### config.mk
export PLATFORM = sky130hd
export DESIGN_NAME = vfs_frame_sync
export DESIGN_NICKNAME = d
export VERILOG_FILES = /design/src/hw/vfs_pkg.sv /design/src/hw/vfs_edge.sv /design/src/hw/vfs_frame_timer.sv /design/src/hw/vfs_frame_sync.sv
export SDC_FILE = /design/constraint.sdc
export NUM_CORES = 1
export LEC_CHECK = 0
export BUFFER_PORTS_ARGS = -buffer_cell sky130_fd_sc_hd__clkbuf_2
export CAP_MARGIN = 20
export CORE_ASPECT_RATIO = 0.6
export CORE_UTILIZATION = 50
export DETAILED_ROUTE_END_ITERATION = 8
export PLACE_DENSITY = 0.77
export REMOVE_ABC_BUFFERS = 1
export SLEW_MARGIN = 20
export SYNTH_ARGS = -nofsm -noshare
export SYNTH_HDL_FRONTEND = slang
export SYNTH_HIERARCHICAL = 1
export SYNTH_SLANG_ARGS = --single-unit
### constraint.sdc
create_clock -name pclk -period 2.2 [get_ports pclk]
set_input_delay 0.44 -clock pclk [delete_from_list [all_inputs] [get_ports pclk]]
set_output_delay 0.44 -clock pclk [all_outputs]
set_load 0.01 [all_outputs]
### src/hw/vfs_pkg.sv
// Shared constants, types and decoders of the video frame sync logic
package vfs_pkg;
   // APB geometry
   localparam int VFS_DW = 32;
   localparam int VFS_AW = 8;
   // Register byte offsets
   localparam logic [VFS_AW-1:0] VFS_CTRL_OFF = 8'h00;
   localparam logic [VFS_AW-1:0] VFS_THR_OFF = 8'h04;
   localparam logic [VFS_AW-1:0] VFS_COEF_OFF = 8'h08;
   localparam logic [VFS_AW-1:0] VFS_STAT_OFF = 8'h0c;
   localparam logic [VFS_AW-1:0] VFS_ISTAT_OFF = 8'h10;
   localparam logic [VFS_AW-1:0] VFS_IMASK_OFF = 8'h14;
   localparam logic [VFS_AW-1:0] VFS_CNT_OFF = 8'h18;
   // Control fields and reset values
   localparam int VFS_CTRL_EN_BIT = 0;
   localparam int VFS_CTRL_INV_BIT = 1;
   localparam logic [1:0] VFS_CTRL_RST = 2'h1;
   // Threshold fields, full 0..255 range each
   localparam int VFS_THR_W = 8;
   localparam int VFS_THR_LO_LSB = 0;
   localparam int VFS_THR_HI_LSB = 8;
   localparam logic [VFS_THR_W-1:0] VFS_THR_LO_RST = 8'h00;
   localparam logic [VFS_THR_W-1:0] VFS_THR_HI_RST = 8'hff;
   localparam logic [VFS_DW-1:0] VFS_COEF_RST = 32'h0000_0000;
   // Status register bits
   localparam int VFS_ST_BUSY_BIT = 0;
   localparam int VFS_ST_PEND_BIT = 1;
   localparam int VFS_ST_RUN_BIT = 2;
   // Interrupt event bits
   localparam int VFS_EV_W = 3;
   localparam int VFS_EV_RD = 0;
   localparam int VFS_EV_WR = 1;
   localparam int VFS_EV_OVR = 2;
   localparam logic [VFS_EV_W-1:0] VFS_EV_RST = 3'h0;
   // Frame counter fields
   localparam int VFS_CNT_W = 16;
   localparam int VFS_CNT_WR_LSB = 16;
   // DMA test vector taps
   localparam int VFS_TV_W = 33;
   localparam int VFS_TV_RD_BIT = 1;
   localparam int VFS_TV_WR_BIT = 32;
   // Control windows of the DMA engine and the edge filter, 64K each
   localparam logic [31:0] VFS_DMA_BASE = 32'h44a2_0000;
   localparam logic [31:0] VFS_FILT_BASE = 32'h44a3_0000;
   localparam logic [31:0] VFS_WIN_SPAN = 32'h0001_0000;
   // Frame pacing: 1080p at 24 frames per second on a 10 MHz clock
   localparam int VFS_CLK_HZ = 10_000_000;
   localparam int VFS_FRAME_RATE = 24;
   localparam int VFS_FRAME_CYC = VFS_CLK_HZ / VFS_FRAME_RATE;
   // Frame sequencer states
   typedef enum logic {VFS_IDLE, VFS_READING} vfs_state_t;
   // Window decode: bit 0 selects the DMA engine, bit 1 the filter
   function automatic logic [1:0] vfs_win_decode(input logic [31:0] a);
      logic [1:0] s;
      s = 2'h0;
      s[0] = (a >= VFS_DMA_BASE) && (a < VFS_DMA_BASE + VFS_WIN_SPAN);
      s[1] = (a >= VFS_FILT_BASE) && (a < VFS_FILT_BASE + VFS_WIN_SPAN);
      return s;
   endfunction : vfs_win_decode
endpackage : vfs_pkg

### src/hw/vfs_edge.sv
// Rising edge detector for level indications
`timescale 1ns/1ps
module vfs_edge (
   input wire logic pclk,
   input wire logic presetn,
   input wire logic level,
   output logic rise
);
   // Previous sample of the level
   logic prev_r;

   // Sample history; starts low so a level high at release counts once
   always_ff @(posedge pclk or negedge presetn) begin
      if (!presetn) begin
         prev_r <= 1'b0;
      end else begin
         prev_r <= level;
      end
   end

   // One-cycle pulse on each low-to-high change
   always_comb begin
      rise = level & ~prev_r;
   end
endmodule : vfs_edge

### src/hw/vfs_frame_timer.sv
// Frame period watchdog for the read channel
`timescale 1ns/1ps
module vfs_frame_timer #(
   parameter int CYC = 416666
) (
   input wire logic pclk,
   input wire logic presetn,
   input wire logic start,
   input wire logic stop,
   output logic expire
);
   localparam int CW = $clog2(CYC + 1);
   localparam logic [CW-1:0] LAST = CW'(CYC - 1);

   // Refuse a period the counter cannot time
   if (CYC < 2) begin : g_chk
      $error("vfs_frame_timer: CYC must be at least 2");
   end

   // Running count and armed flag
   logic [CW-1:0] cnt_r;
   logic armed_r;

   // Count from start; a stop or an expiry disarms
   always_ff @(posedge pclk or negedge presetn) begin
      if (!presetn) begin
         cnt_r <= '0;
         armed_r <= 1'b0;
         expire <= 1'b0;
      end else begin
         expire <= 1'b0;
         if (start) begin
            cnt_r <= '0;
            armed_r <= 1'b1;
         end else if (stop) begin
            armed_r <= 1'b0;
         end else if (armed_r) begin
            if (cnt_r == LAST) begin
               armed_r <= 1'b0;
               expire <= 1'b1;
            end else begin
               cnt_r <= cnt_r + 1'b1;
            end
         end
      end
   end
endmodule : vfs_frame_timer

### src/hw/vfs_frame_sync.sv
// Frame synchronisation between host doorbells and the video DMA engine
//
// Summary of operation
// RL1 - Frame start once doorbell seen and read done
// RL2 - Clear doorbell status after taking it
// RL3 - One host interrupt per written frame
// RL4 - Read done comes from test vector bit 1
// RL5 - Write done comes from test vector bit 32
// RL6 - Hold early doorbell until read completes
// RL7 - Host rings doorbell after each frame copy
// RL8 - Engine cycles three buffers per direction
// RL9 - Software fixes contiguous 8 MB buffers
// RL10 - Engine channels run free, externally paced
// RL11 - Frame start marker rides the sideband
// RL12 - Decode engine and filter 64K windows
// RL13 - Sustain 1080p at 24 frames/second
// RL14 - Thresholds accept 0 through 255
// RL15 - Coefficients at init; thresholds update live
// RL16 - Filter interrupt unused; write done instead
// RL17 - Reset drops pending doorbell, no starts
`timescale 1ns/1ps
module vfs_frame_sync
   import vfs_pkg::*;
#(
   parameter int FRAME_CYC = vfs_pkg::VFS_FRAME_CYC,
   parameter int TV_W = vfs_pkg::VFS_TV_W
) (
   input wire logic pclk,
   input wire logic presetn,
   // APB slave
   input wire logic psel,
   input wire logic penable,
   input wire logic pwrite,
   input wire logic [vfs_pkg::VFS_AW-1:0] paddr,
   input wire logic [vfs_pkg::VFS_DW-1:0] pwdata,
   output logic [vfs_pkg::VFS_DW-1:0] prdata,
   output logic pready,
   output logic pslverr,
   output logic irq,
   // Host doorbell interrupt and its status clear
   input wire logic host_irq,
   output logic host_irq_clear,
   // Video DMA engine
   input wire logic [TV_W-1:0] dma_test_vec,
   output logic read_frame_sync_in,
   output logic pcie_irq_assert,
   // Write stream towards the engine, marker on its sideband
   input wire logic wr_tvalid,
   input wire logic wr_tready,
   output logic write_sideband_sync,
   // Control interconnect window select
   input wire logic [31:0] ctrl_addr,
   output logic sel_dma,
   output logic sel_filter,
   // Edge filter settings
   output logic [vfs_pkg::VFS_THR_W-1:0] thr_lo,
   output logic [vfs_pkg::VFS_THR_W-1:0] thr_hi,
   output logic invert,
   output logic [vfs_pkg::VFS_DW-1:0] coef
);
   // Refuse a test vector too narrow for the write-done tap
   if (TV_W <= VFS_TV_WR_BIT) begin : g_chk_tv
      $error("vfs_frame_sync: TV_W must exceed the write-done bit");
   end
   if (FRAME_CYC < 2) begin : g_chk_fc
      $error("vfs_frame_sync: FRAME_CYC must be at least 2");
   end

   // Sequencer state and its next value
   vfs_state_t st_r;
   vfs_state_t st_nxt;
   // Doorbell latched while a frame is still being read
   logic pending_r;
   logic pending_nxt;
   // Set by the first frame start; coefficient writes are ignored from then on
   logic running_r;
   // Control register: enable and pixel inversion
   logic [1:0] ctrl_r;
   // Sticky events and their mask
   logic [VFS_EV_W-1:0] istat_r;
   logic [VFS_EV_W-1:0] imask_r;
   // Frame counters
   logic [VFS_CNT_W-1:0] rd_cnt_r;
   logic [VFS_CNT_W-1:0] wr_cnt_r;
   // Edge pulses
   logic irq_edge;
   logic rd_edge;
   logic wr_edge;
   logic ovr_ev;
   // Frame start decision this cycle
   logic take;
   // APB strobes
   logic setup_ph;
   logic wr_acc;
   logic [VFS_EV_W-1:0] ev_set;

   // Doorbell from the host, taken on its rising edge
   vfs_edge u_irq_edge (
      .pclk(pclk),
      .presetn(presetn),
      .level(host_irq),
      .rise(irq_edge)
   );

   // RL4 read done tap
   vfs_edge u_rd_edge (
      .pclk(pclk),
      .presetn(presetn),
      .level(dma_test_vec[VFS_TV_RD_BIT]),
      .rise(rd_edge)
   );

   // RL5 write done tap
   vfs_edge u_wr_edge (
      .pclk(pclk),
      .presetn(presetn),
      .level(dma_test_vec[VFS_TV_WR_BIT]),
      .rise(wr_edge)
   );

   // RL13 frame period watchdog
   vfs_frame_timer #(
      .CYC(FRAME_CYC)
   ) u_timer (
      .pclk(pclk),
      .presetn(presetn),
      .start(take),
      .stop(rd_edge),
      .expire(ovr_ev)
   );

   // RL1 start decision
   always_comb begin
      take = (st_r == VFS_IDLE) && ctrl_r[VFS_CTRL_EN_BIT]
             && (pending_r || irq_edge);
   end

   // Sequencer next state
   always_comb begin
      st_nxt = st_r;
      case (st_r)
         VFS_IDLE: begin
            if (take) begin
               st_nxt = VFS_READING;
            end
         end
         VFS_READING: begin
            // RL4 read done ends the frame
            if (rd_edge) begin
               st_nxt = VFS_IDLE;
            end
         end
         default: begin
            st_nxt = VFS_IDLE;
         end
      endcase
   end

   // RL6 pending doorbell; the older one is consumed first
   always_comb begin
      pending_nxt = pending_r;
      if (take && pending_r) begin
         pending_nxt = irq_edge;
      end else if (take) begin
         pending_nxt = 1'b0;
      end else if (irq_edge) begin
         pending_nxt = 1'b1;
      end
   end

   // RL17 reset drops the pending doorbell and the sequencer
   always_ff @(posedge pclk or negedge presetn) begin
      if (!presetn) begin
         st_r <= VFS_IDLE;
         pending_r <= 1'b0;
         running_r <= 1'b0;
      end else begin
         st_r <= st_nxt;
         pending_r <= pending_nxt;
         if (take) begin
            running_r <= 1'b1;
         end
      end
   end

   // RL1 one-cycle frame start to the read channel
   always_ff @(posedge pclk or negedge presetn) begin
      if (!presetn) begin
         read_frame_sync_in <= 1'b0;
      end else begin
         read_frame_sync_in <= take;
      end
   end

   // RL2 clear the doorbell status once the doorbell is taken
   always_ff @(posedge pclk or negedge presetn) begin
      if (!presetn) begin
         host_irq_clear <= 1'b0;
      end else begin
         host_irq_clear <= irq_edge;
      end
   end

   // RL3 host interrupt only after the frame is in memory
   // RL16 the filter's own interrupt plays no part here
   always_ff @(posedge pclk or negedge presetn) begin
      if (!presetn) begin
         pcie_irq_assert <= 1'b0;
      end else begin
         pcie_irq_assert <= wr_edge;
      end
   end

   // RL11 marker armed by each frame start, dropped on first beat
   always_ff @(posedge pclk or negedge presetn) begin
      if (!presetn) begin
         write_sideband_sync <= 1'b0;
      end else if (take) begin
         write_sideband_sync <= 1'b1;
      end else if (wr_tvalid && wr_tready) begin
         write_sideband_sync <= 1'b0;
      end
   end

   // RL12 window select, registered so the outputs are clean
   always_ff @(posedge pclk or negedge presetn) begin
      if (!presetn) begin
         sel_dma <= 1'b0;
         sel_filter <= 1'b0;
      end else begin
         {sel_filter, sel_dma} <= vfs_win_decode(ctrl_addr);
      end
   end

   // Frame counters wrap; software reads both in one word
   always_ff @(posedge pclk or negedge presetn) begin
      if (!presetn) begin
         rd_cnt_r <= '0;
         wr_cnt_r <= '0;
      end else begin
         if (rd_edge) begin
            rd_cnt_r <= rd_cnt_r + 1'b1;
         end
         if (wr_edge) begin
            wr_cnt_r <= wr_cnt_r + 1'b1;
         end
      end
   end

   // APB phases; pready rises in the access cycle, no wait states
   always_comb begin
      setup_ph = psel && !penable;
      wr_acc = psel && penable && pready && pwrite;
   end

   // Ready flop: high exactly for the access phase after a setup
   always_ff @(posedge pclk or negedge presetn) begin
      if (!presetn) begin
         pready <= 1'b0;
      end else begin
         pready <= setup_ph;
      end
   end

   // Read data and error captured during setup, shown in access
   always_ff @(posedge pclk or negedge presetn) begin
      if (!presetn) begin
         prdata <= '0;
         pslverr <= 1'b0;
      end else if (setup_ph) begin
         prdata <= '0;
         pslverr <= 1'b0;
         if (!pwrite) begin
            case (paddr)
               VFS_CTRL_OFF: prdata[1:0] <= ctrl_r;
               VFS_THR_OFF: begin
                  prdata[VFS_THR_LO_LSB +: VFS_THR_W] <= thr_lo;
                  prdata[VFS_THR_HI_LSB +: VFS_THR_W] <= thr_hi;
               end
               VFS_COEF_OFF: prdata <= coef;
               VFS_STAT_OFF: begin
                  prdata[VFS_ST_BUSY_BIT] <= (st_r == VFS_READING);
                  prdata[VFS_ST_PEND_BIT] <= pending_r;
                  prdata[VFS_ST_RUN_BIT] <= running_r;
               end
               VFS_ISTAT_OFF: prdata[VFS_EV_W-1:0] <= istat_r;
               VFS_IMASK_OFF: prdata[VFS_EV_W-1:0] <= imask_r;
               VFS_CNT_OFF: begin
                  prdata[VFS_CNT_W-1:0] <= rd_cnt_r;
                  prdata[VFS_CNT_WR_LSB +: VFS_CNT_W] <= wr_cnt_r;
               end
               // Unmapped offsets answer with an error
               default: pslverr <= 1'b1;
            endcase
         end else begin
            // Writes outside the writable set are refused too
            case (paddr)
               VFS_CTRL_OFF, VFS_THR_OFF, VFS_COEF_OFF,
               VFS_ISTAT_OFF, VFS_IMASK_OFF: pslverr <= 1'b0;
               default: pslverr <= 1'b1;
            endcase
         end
      end
   end

   // Control register steers the sequencer and the filter
   always_ff @(posedge pclk or negedge presetn) begin
      if (!presetn) begin
         ctrl_r <= VFS_CTRL_RST;
      end else if (wr_acc && paddr == VFS_CTRL_OFF) begin
         ctrl_r <= pwdata[1:0];
      end
   end

   // Inversion follows the control bit on the next edge
   always_ff @(posedge pclk or negedge presetn) begin
      if (!presetn) begin
         invert <= 1'b0;
      end else begin
         invert <= ctrl_r[VFS_CTRL_INV_BIT];
      end
   end

   // RL14 RL15 thresholds take any 8-bit value at any time
   always_ff @(posedge pclk or negedge presetn) begin
      if (!presetn) begin
         thr_lo <= VFS_THR_LO_RST;
         thr_hi <= VFS_THR_HI_RST;
      end else if (wr_acc && paddr == VFS_THR_OFF) begin
         thr_lo <= pwdata[VFS_THR_LO_LSB +: VFS_THR_W];
         thr_hi <= pwdata[VFS_THR_HI_LSB +: VFS_THR_W];
      end
   end

   // RL15 coefficients freeze once frames run, avoiding torn frames
   always_ff @(posedge pclk or negedge presetn) begin
      if (!presetn) begin
         coef <= VFS_COEF_RST;
      end else if (wr_acc && paddr == VFS_COEF_OFF && !running_r) begin
         coef <= pwdata;
      end
   end

   // Event sources feeding the sticky bits
   always_comb begin
      ev_set = '0;
      ev_set[VFS_EV_RD] = rd_edge;
      ev_set[VFS_EV_WR] = wr_edge;
      ev_set[VFS_EV_OVR] = ovr_ev;
   end

   // Sticky events, write one to clear; a new event beats the clear
   always_ff @(posedge pclk or negedge presetn) begin
      if (!presetn) begin
         istat_r <= VFS_EV_RST;
      end else if (wr_acc && paddr == VFS_ISTAT_OFF) begin
         istat_r <= (istat_r & ~pwdata[VFS_EV_W-1:0]) | ev_set;
      end else begin
         istat_r <= istat_r | ev_set;
      end
   end

   // Interrupt mask register
   always_ff @(posedge pclk or negedge presetn) begin
      if (!presetn) begin
         imask_r <= VFS_EV_RST;
      end else if (wr_acc && paddr == VFS_IMASK_OFF) begin
         imask_r <= pwdata[VFS_EV_W-1:0];
      end
   end

   // Level interrupt, one cycle behind the sticky bits
   always_ff @(posedge pclk or negedge presetn) begin
      if (!presetn) begin
         irq <= 1'b0;
      end else begin
         irq <= |(istat_r & imask_r);
      end
   end
endmodule : vfs_frame_sync

==> impl_metrics.toml <==
[die]
die-height_um = 93.9
dieArea_um2 = 14600
fp.dieW_um = 155
num_rows = 33
io_pins = 203
core_um2 = 13700
start_util_pct = 51.4

[logic_synthesis]
syn_inst = 596
synth_xor_area_share_pct = 5.61
synth_flop_cell = "dfrtp_1"
synth-simple-area-share_pct = 15.4
syn_area_per_cell_um2 = 11.8
syn_area_um2 = 7030
ys_ff_latch = 157
synth_edf_count = 0
ys_types = 59
synthMuxAreaShare_pct = 9.86
ys_warn_count = 6
ys_async_sr_fraction_pct = 100
synth_fa_ha_area_share_pct = 0.997
synth_compound_area_share_pct = 9.66
synth_top_family_by_area = "simple AND/OR/NAND/NOR gates"
ys_seq_area_share_pct = 56.0

[setup_path]
max_stage_delay_ns = 0.52
cp-start-kind = "flip-flop"
crit_required_ns = 2.54
worstPathCellList = "ha_1, and4bb_1, nand3_2, o21ai_2, or4_1, a21oi_1"
critPathTopFamily = "simple AND/OR/NAND/NOR gates"
crit_type = "flip-flop to flip-flop"
r2r_cells = 6
critPathMaxFanout = 6
cp_slowest_cell = "or4_1"
worstSetupEndpointType = "flip-flop"
r2r_setup_slack_ns = 0.36
rr_startpoint = "u_timer/cnt_r[0]"
cp_num_buf_inv = 0
reg2reg_to = "u_timer/cnt_r[13]"
worstPathArrival_ns = 2.18

[timing]
fin_ws_ns = 0.364
tns_ns = 0
post-route-period-util_pct = 83.4
relSlewSlack_pct = 65.8
finalMaxSlewViolations = 0
fmax_mhz = 545
tightest_slew_ns = 0.512
finClkSkew_ns = 0.00627
period_minus_slack_ns = 1.84
hold_viol = 0
setup_viol_count_final = 0
rsz0062_at_grt = "no"
fin_hold_ws_ns = 0.145

[routing]
drt_iter0_drc = 484
vias_per_cell = 5.47
drt_first_pass_iters = 5
detail-route-antenna-nets = 0
num_vias = 5287
wl_per_cell_um = 17.1
totalWireLength_mm = 16.5
drc = 0

[power_and_ir_drop]
switching_share_pct = 25.2
power_density_nw_per_um2 = 770
clockPowerShare_pct = 44.4
cellLeakagePower_uw = 0.00431
combPwrFrac_pct = 7.5
intPower_uw = 5030
pwr-share-seq_pct = 48.1
p_switching_uw = 1700
vdd_ir_drop_max_v = 0.000469

[placed_design]
gp_congestion = 0.908
port_buffers = 155
place_area_um2 = 8130
hpwl_mm = 11.8
pre_cts_slack_ns = 0.141

[min_path]
hp-class = "input port to flip-flop"
whs_path_depth = 1
whs_endpoint = "u_irq_edge/prev_r"
min_from = "host_irq"

[layout]
drive_gt1_share_pct = 37.3
stdcell_area_um2 = 8740
final_cell_mix = "154 x clkbuf_2, 148 x dfrtp_1, 55 x nand2_1"
antenna_cells = 0
fillers = 1046
nets = 879
fin_util_pct = 64.0
syn2layout_area_growth_pct = 24.4
final_common_cell = "clkbuf_2"

[global_routing]
antenna_found_initial = 0
grt_pass1_wl_mm = 26.9
grt_start_max_net_pins = 48
gr-usage-all-layers_pct = 24.1
grt_pass1_vias = 5215
grt_overflow = 0

[clock_network]
clock_path_buffers = 2
cts-root-buf = "clkbuf_16"
post-cts-setup-buffers = 0
cts.htree.levels = 4
cts_tree = "built"
clk_pin_slew_ns = 0.06
insertion_delay_ns = 0.42
cts_buffers = 17
cts_sinks = 157

[flow_run]
cap_viol_max_count = 0

[status]
status = "completed"
[worst reg2reg max path: stages (launching register included)]
cell      delay [ns]
dfrtp_1         0.43
ha_1            0.24
and4bb_1        0.24
nand3_2         0.09
o21ai_2         0.10
or4_1           0.52
a21oi_1         0.15
[state kept, by name (all words and copies together), names as in the netlist, 2 cells and up]
name / flops
ctrl_r: 2
u_timer/cnt_r: 19
thr_hi: 8
istat_r: 3
coef: 32
rd_cnt_r: 16
prdata: 32
thr_lo: 8
imask_r: 3
wr_cnt_r: 16
[Yosys cell counts (4+ instances only)]
cell      count  area [µm²]
a21o_1        5        37.5
a21oi_1       4        20.0
a22o_1       15         131
a22oi_1      29         218
and2_1        6        37.5
and3_1        8        50.1
and4_1        6        52.6
buf_1         4        15.0
clkbuf_1     18        67.6
dfrtp_1     148        3700
dfstp_2       9         236
ha_1          4        50.1
inv_1         9        33.8
mux2_2       54         608
mux2i_1       4        40.0
nand2_1      55         206
nand3_1      16        80.1
nand4_1      18         113
nor2_1       32         120
nor2b_1       7        43.8
nor3_1        9        45.0
nor3b_1       4        30.0
o21ai_0      33         165
xnor2_1      21         184
xor2_1       24         210
[layout make-up]
| class | instances | area [µm²] | area share, % |
|---|---|---|---|
| Clock inverter | 13 | 155 | 1.77 |
| Clock buffer | 19 | 453 | 5.18 |
| Multi-Input combinational cell | 401 | 2920 | 33.4 |
| Sequential cell | 157 | 3940 | 45.1 |
| Tap cell | 192 | 240 | 2.75 |
| Timing Repair Buffer | 176 | 1000 | 11.5 |
| Inverter | 9 | 33.8 | 0.386 |
[power by group through the flow]
stage / clock [µW] / combinational (µW) / sequential [µW]
global placement: 0 / 472 / 3270
detailed placement: 0 / 500 / 3280
finish: 2990 / 504 / 3240
floorplan: 0 / 259 / 3240
CTS: 3040 / 510 / 3230
global route: 3170 / 571 / 3260
[what timing repair did]
item                      4_1_cts  5_1_grt
hold buffers                    1        0
resized for setup               0        0
hold endpoints to repair       32        0
[stage by stage]
stage,instances,power [µW]
floorplan,567,3490
global placement,934,3740
detailed placement,934,3780
CTS,967,6780
global route,967,7000
finish,967,6730
[worst max-delay path by stage]
| stage | startpoint | endpoint | slack, ns | depth (start not counted) |
|---|---|---|---|---|
| 2_1_floorplan | paddr[5] | coef[0] | -0.81 | 4 |
| 3_3_place_gp | paddr[5] | ctrl_r[1] | 0.15 | 6 |
| 3_5_place_dp | paddr[5] | ctrl_r[1] | 0.14 | 6 |
| 4_1_cts | u_timer/cnt_r[0] | u_timer/cnt_r[13] | 0.37 | 6 |
| 5_1_grt | u_rd_edge/prev_r | rd_cnt_r[11] | 0.27 | 5 |
| 6_report | u_timer/cnt_r[0] | u_timer/cnt_r[13] | 0.36 | 6 |
[per-layer routing]
layer  GRT usage, %  part of all wire [%]  up-vias
met3           5.21                   5.8       14
met2           36.8                    46      168
met5              0                     0        -
li1               -                     -     2483
met1           34.5                    48     2622
met4           6.85                  0.86        0
[cells by family (layout without fill, tap and decap cells)]
family / Yosys count / after routing
adder cells (fa/ha/maj): 6 / 6
AND/OR/NAND/NOR: 190 / 190
XOR/XNOR: 45 / 45
multiplexers: 61 / 61
flip-flops: 157 / 157
buffers and inverters: 38 / 217
AO/OA/AOI/OAI: 99 / 99
Power figures use the tool's default switching activity.
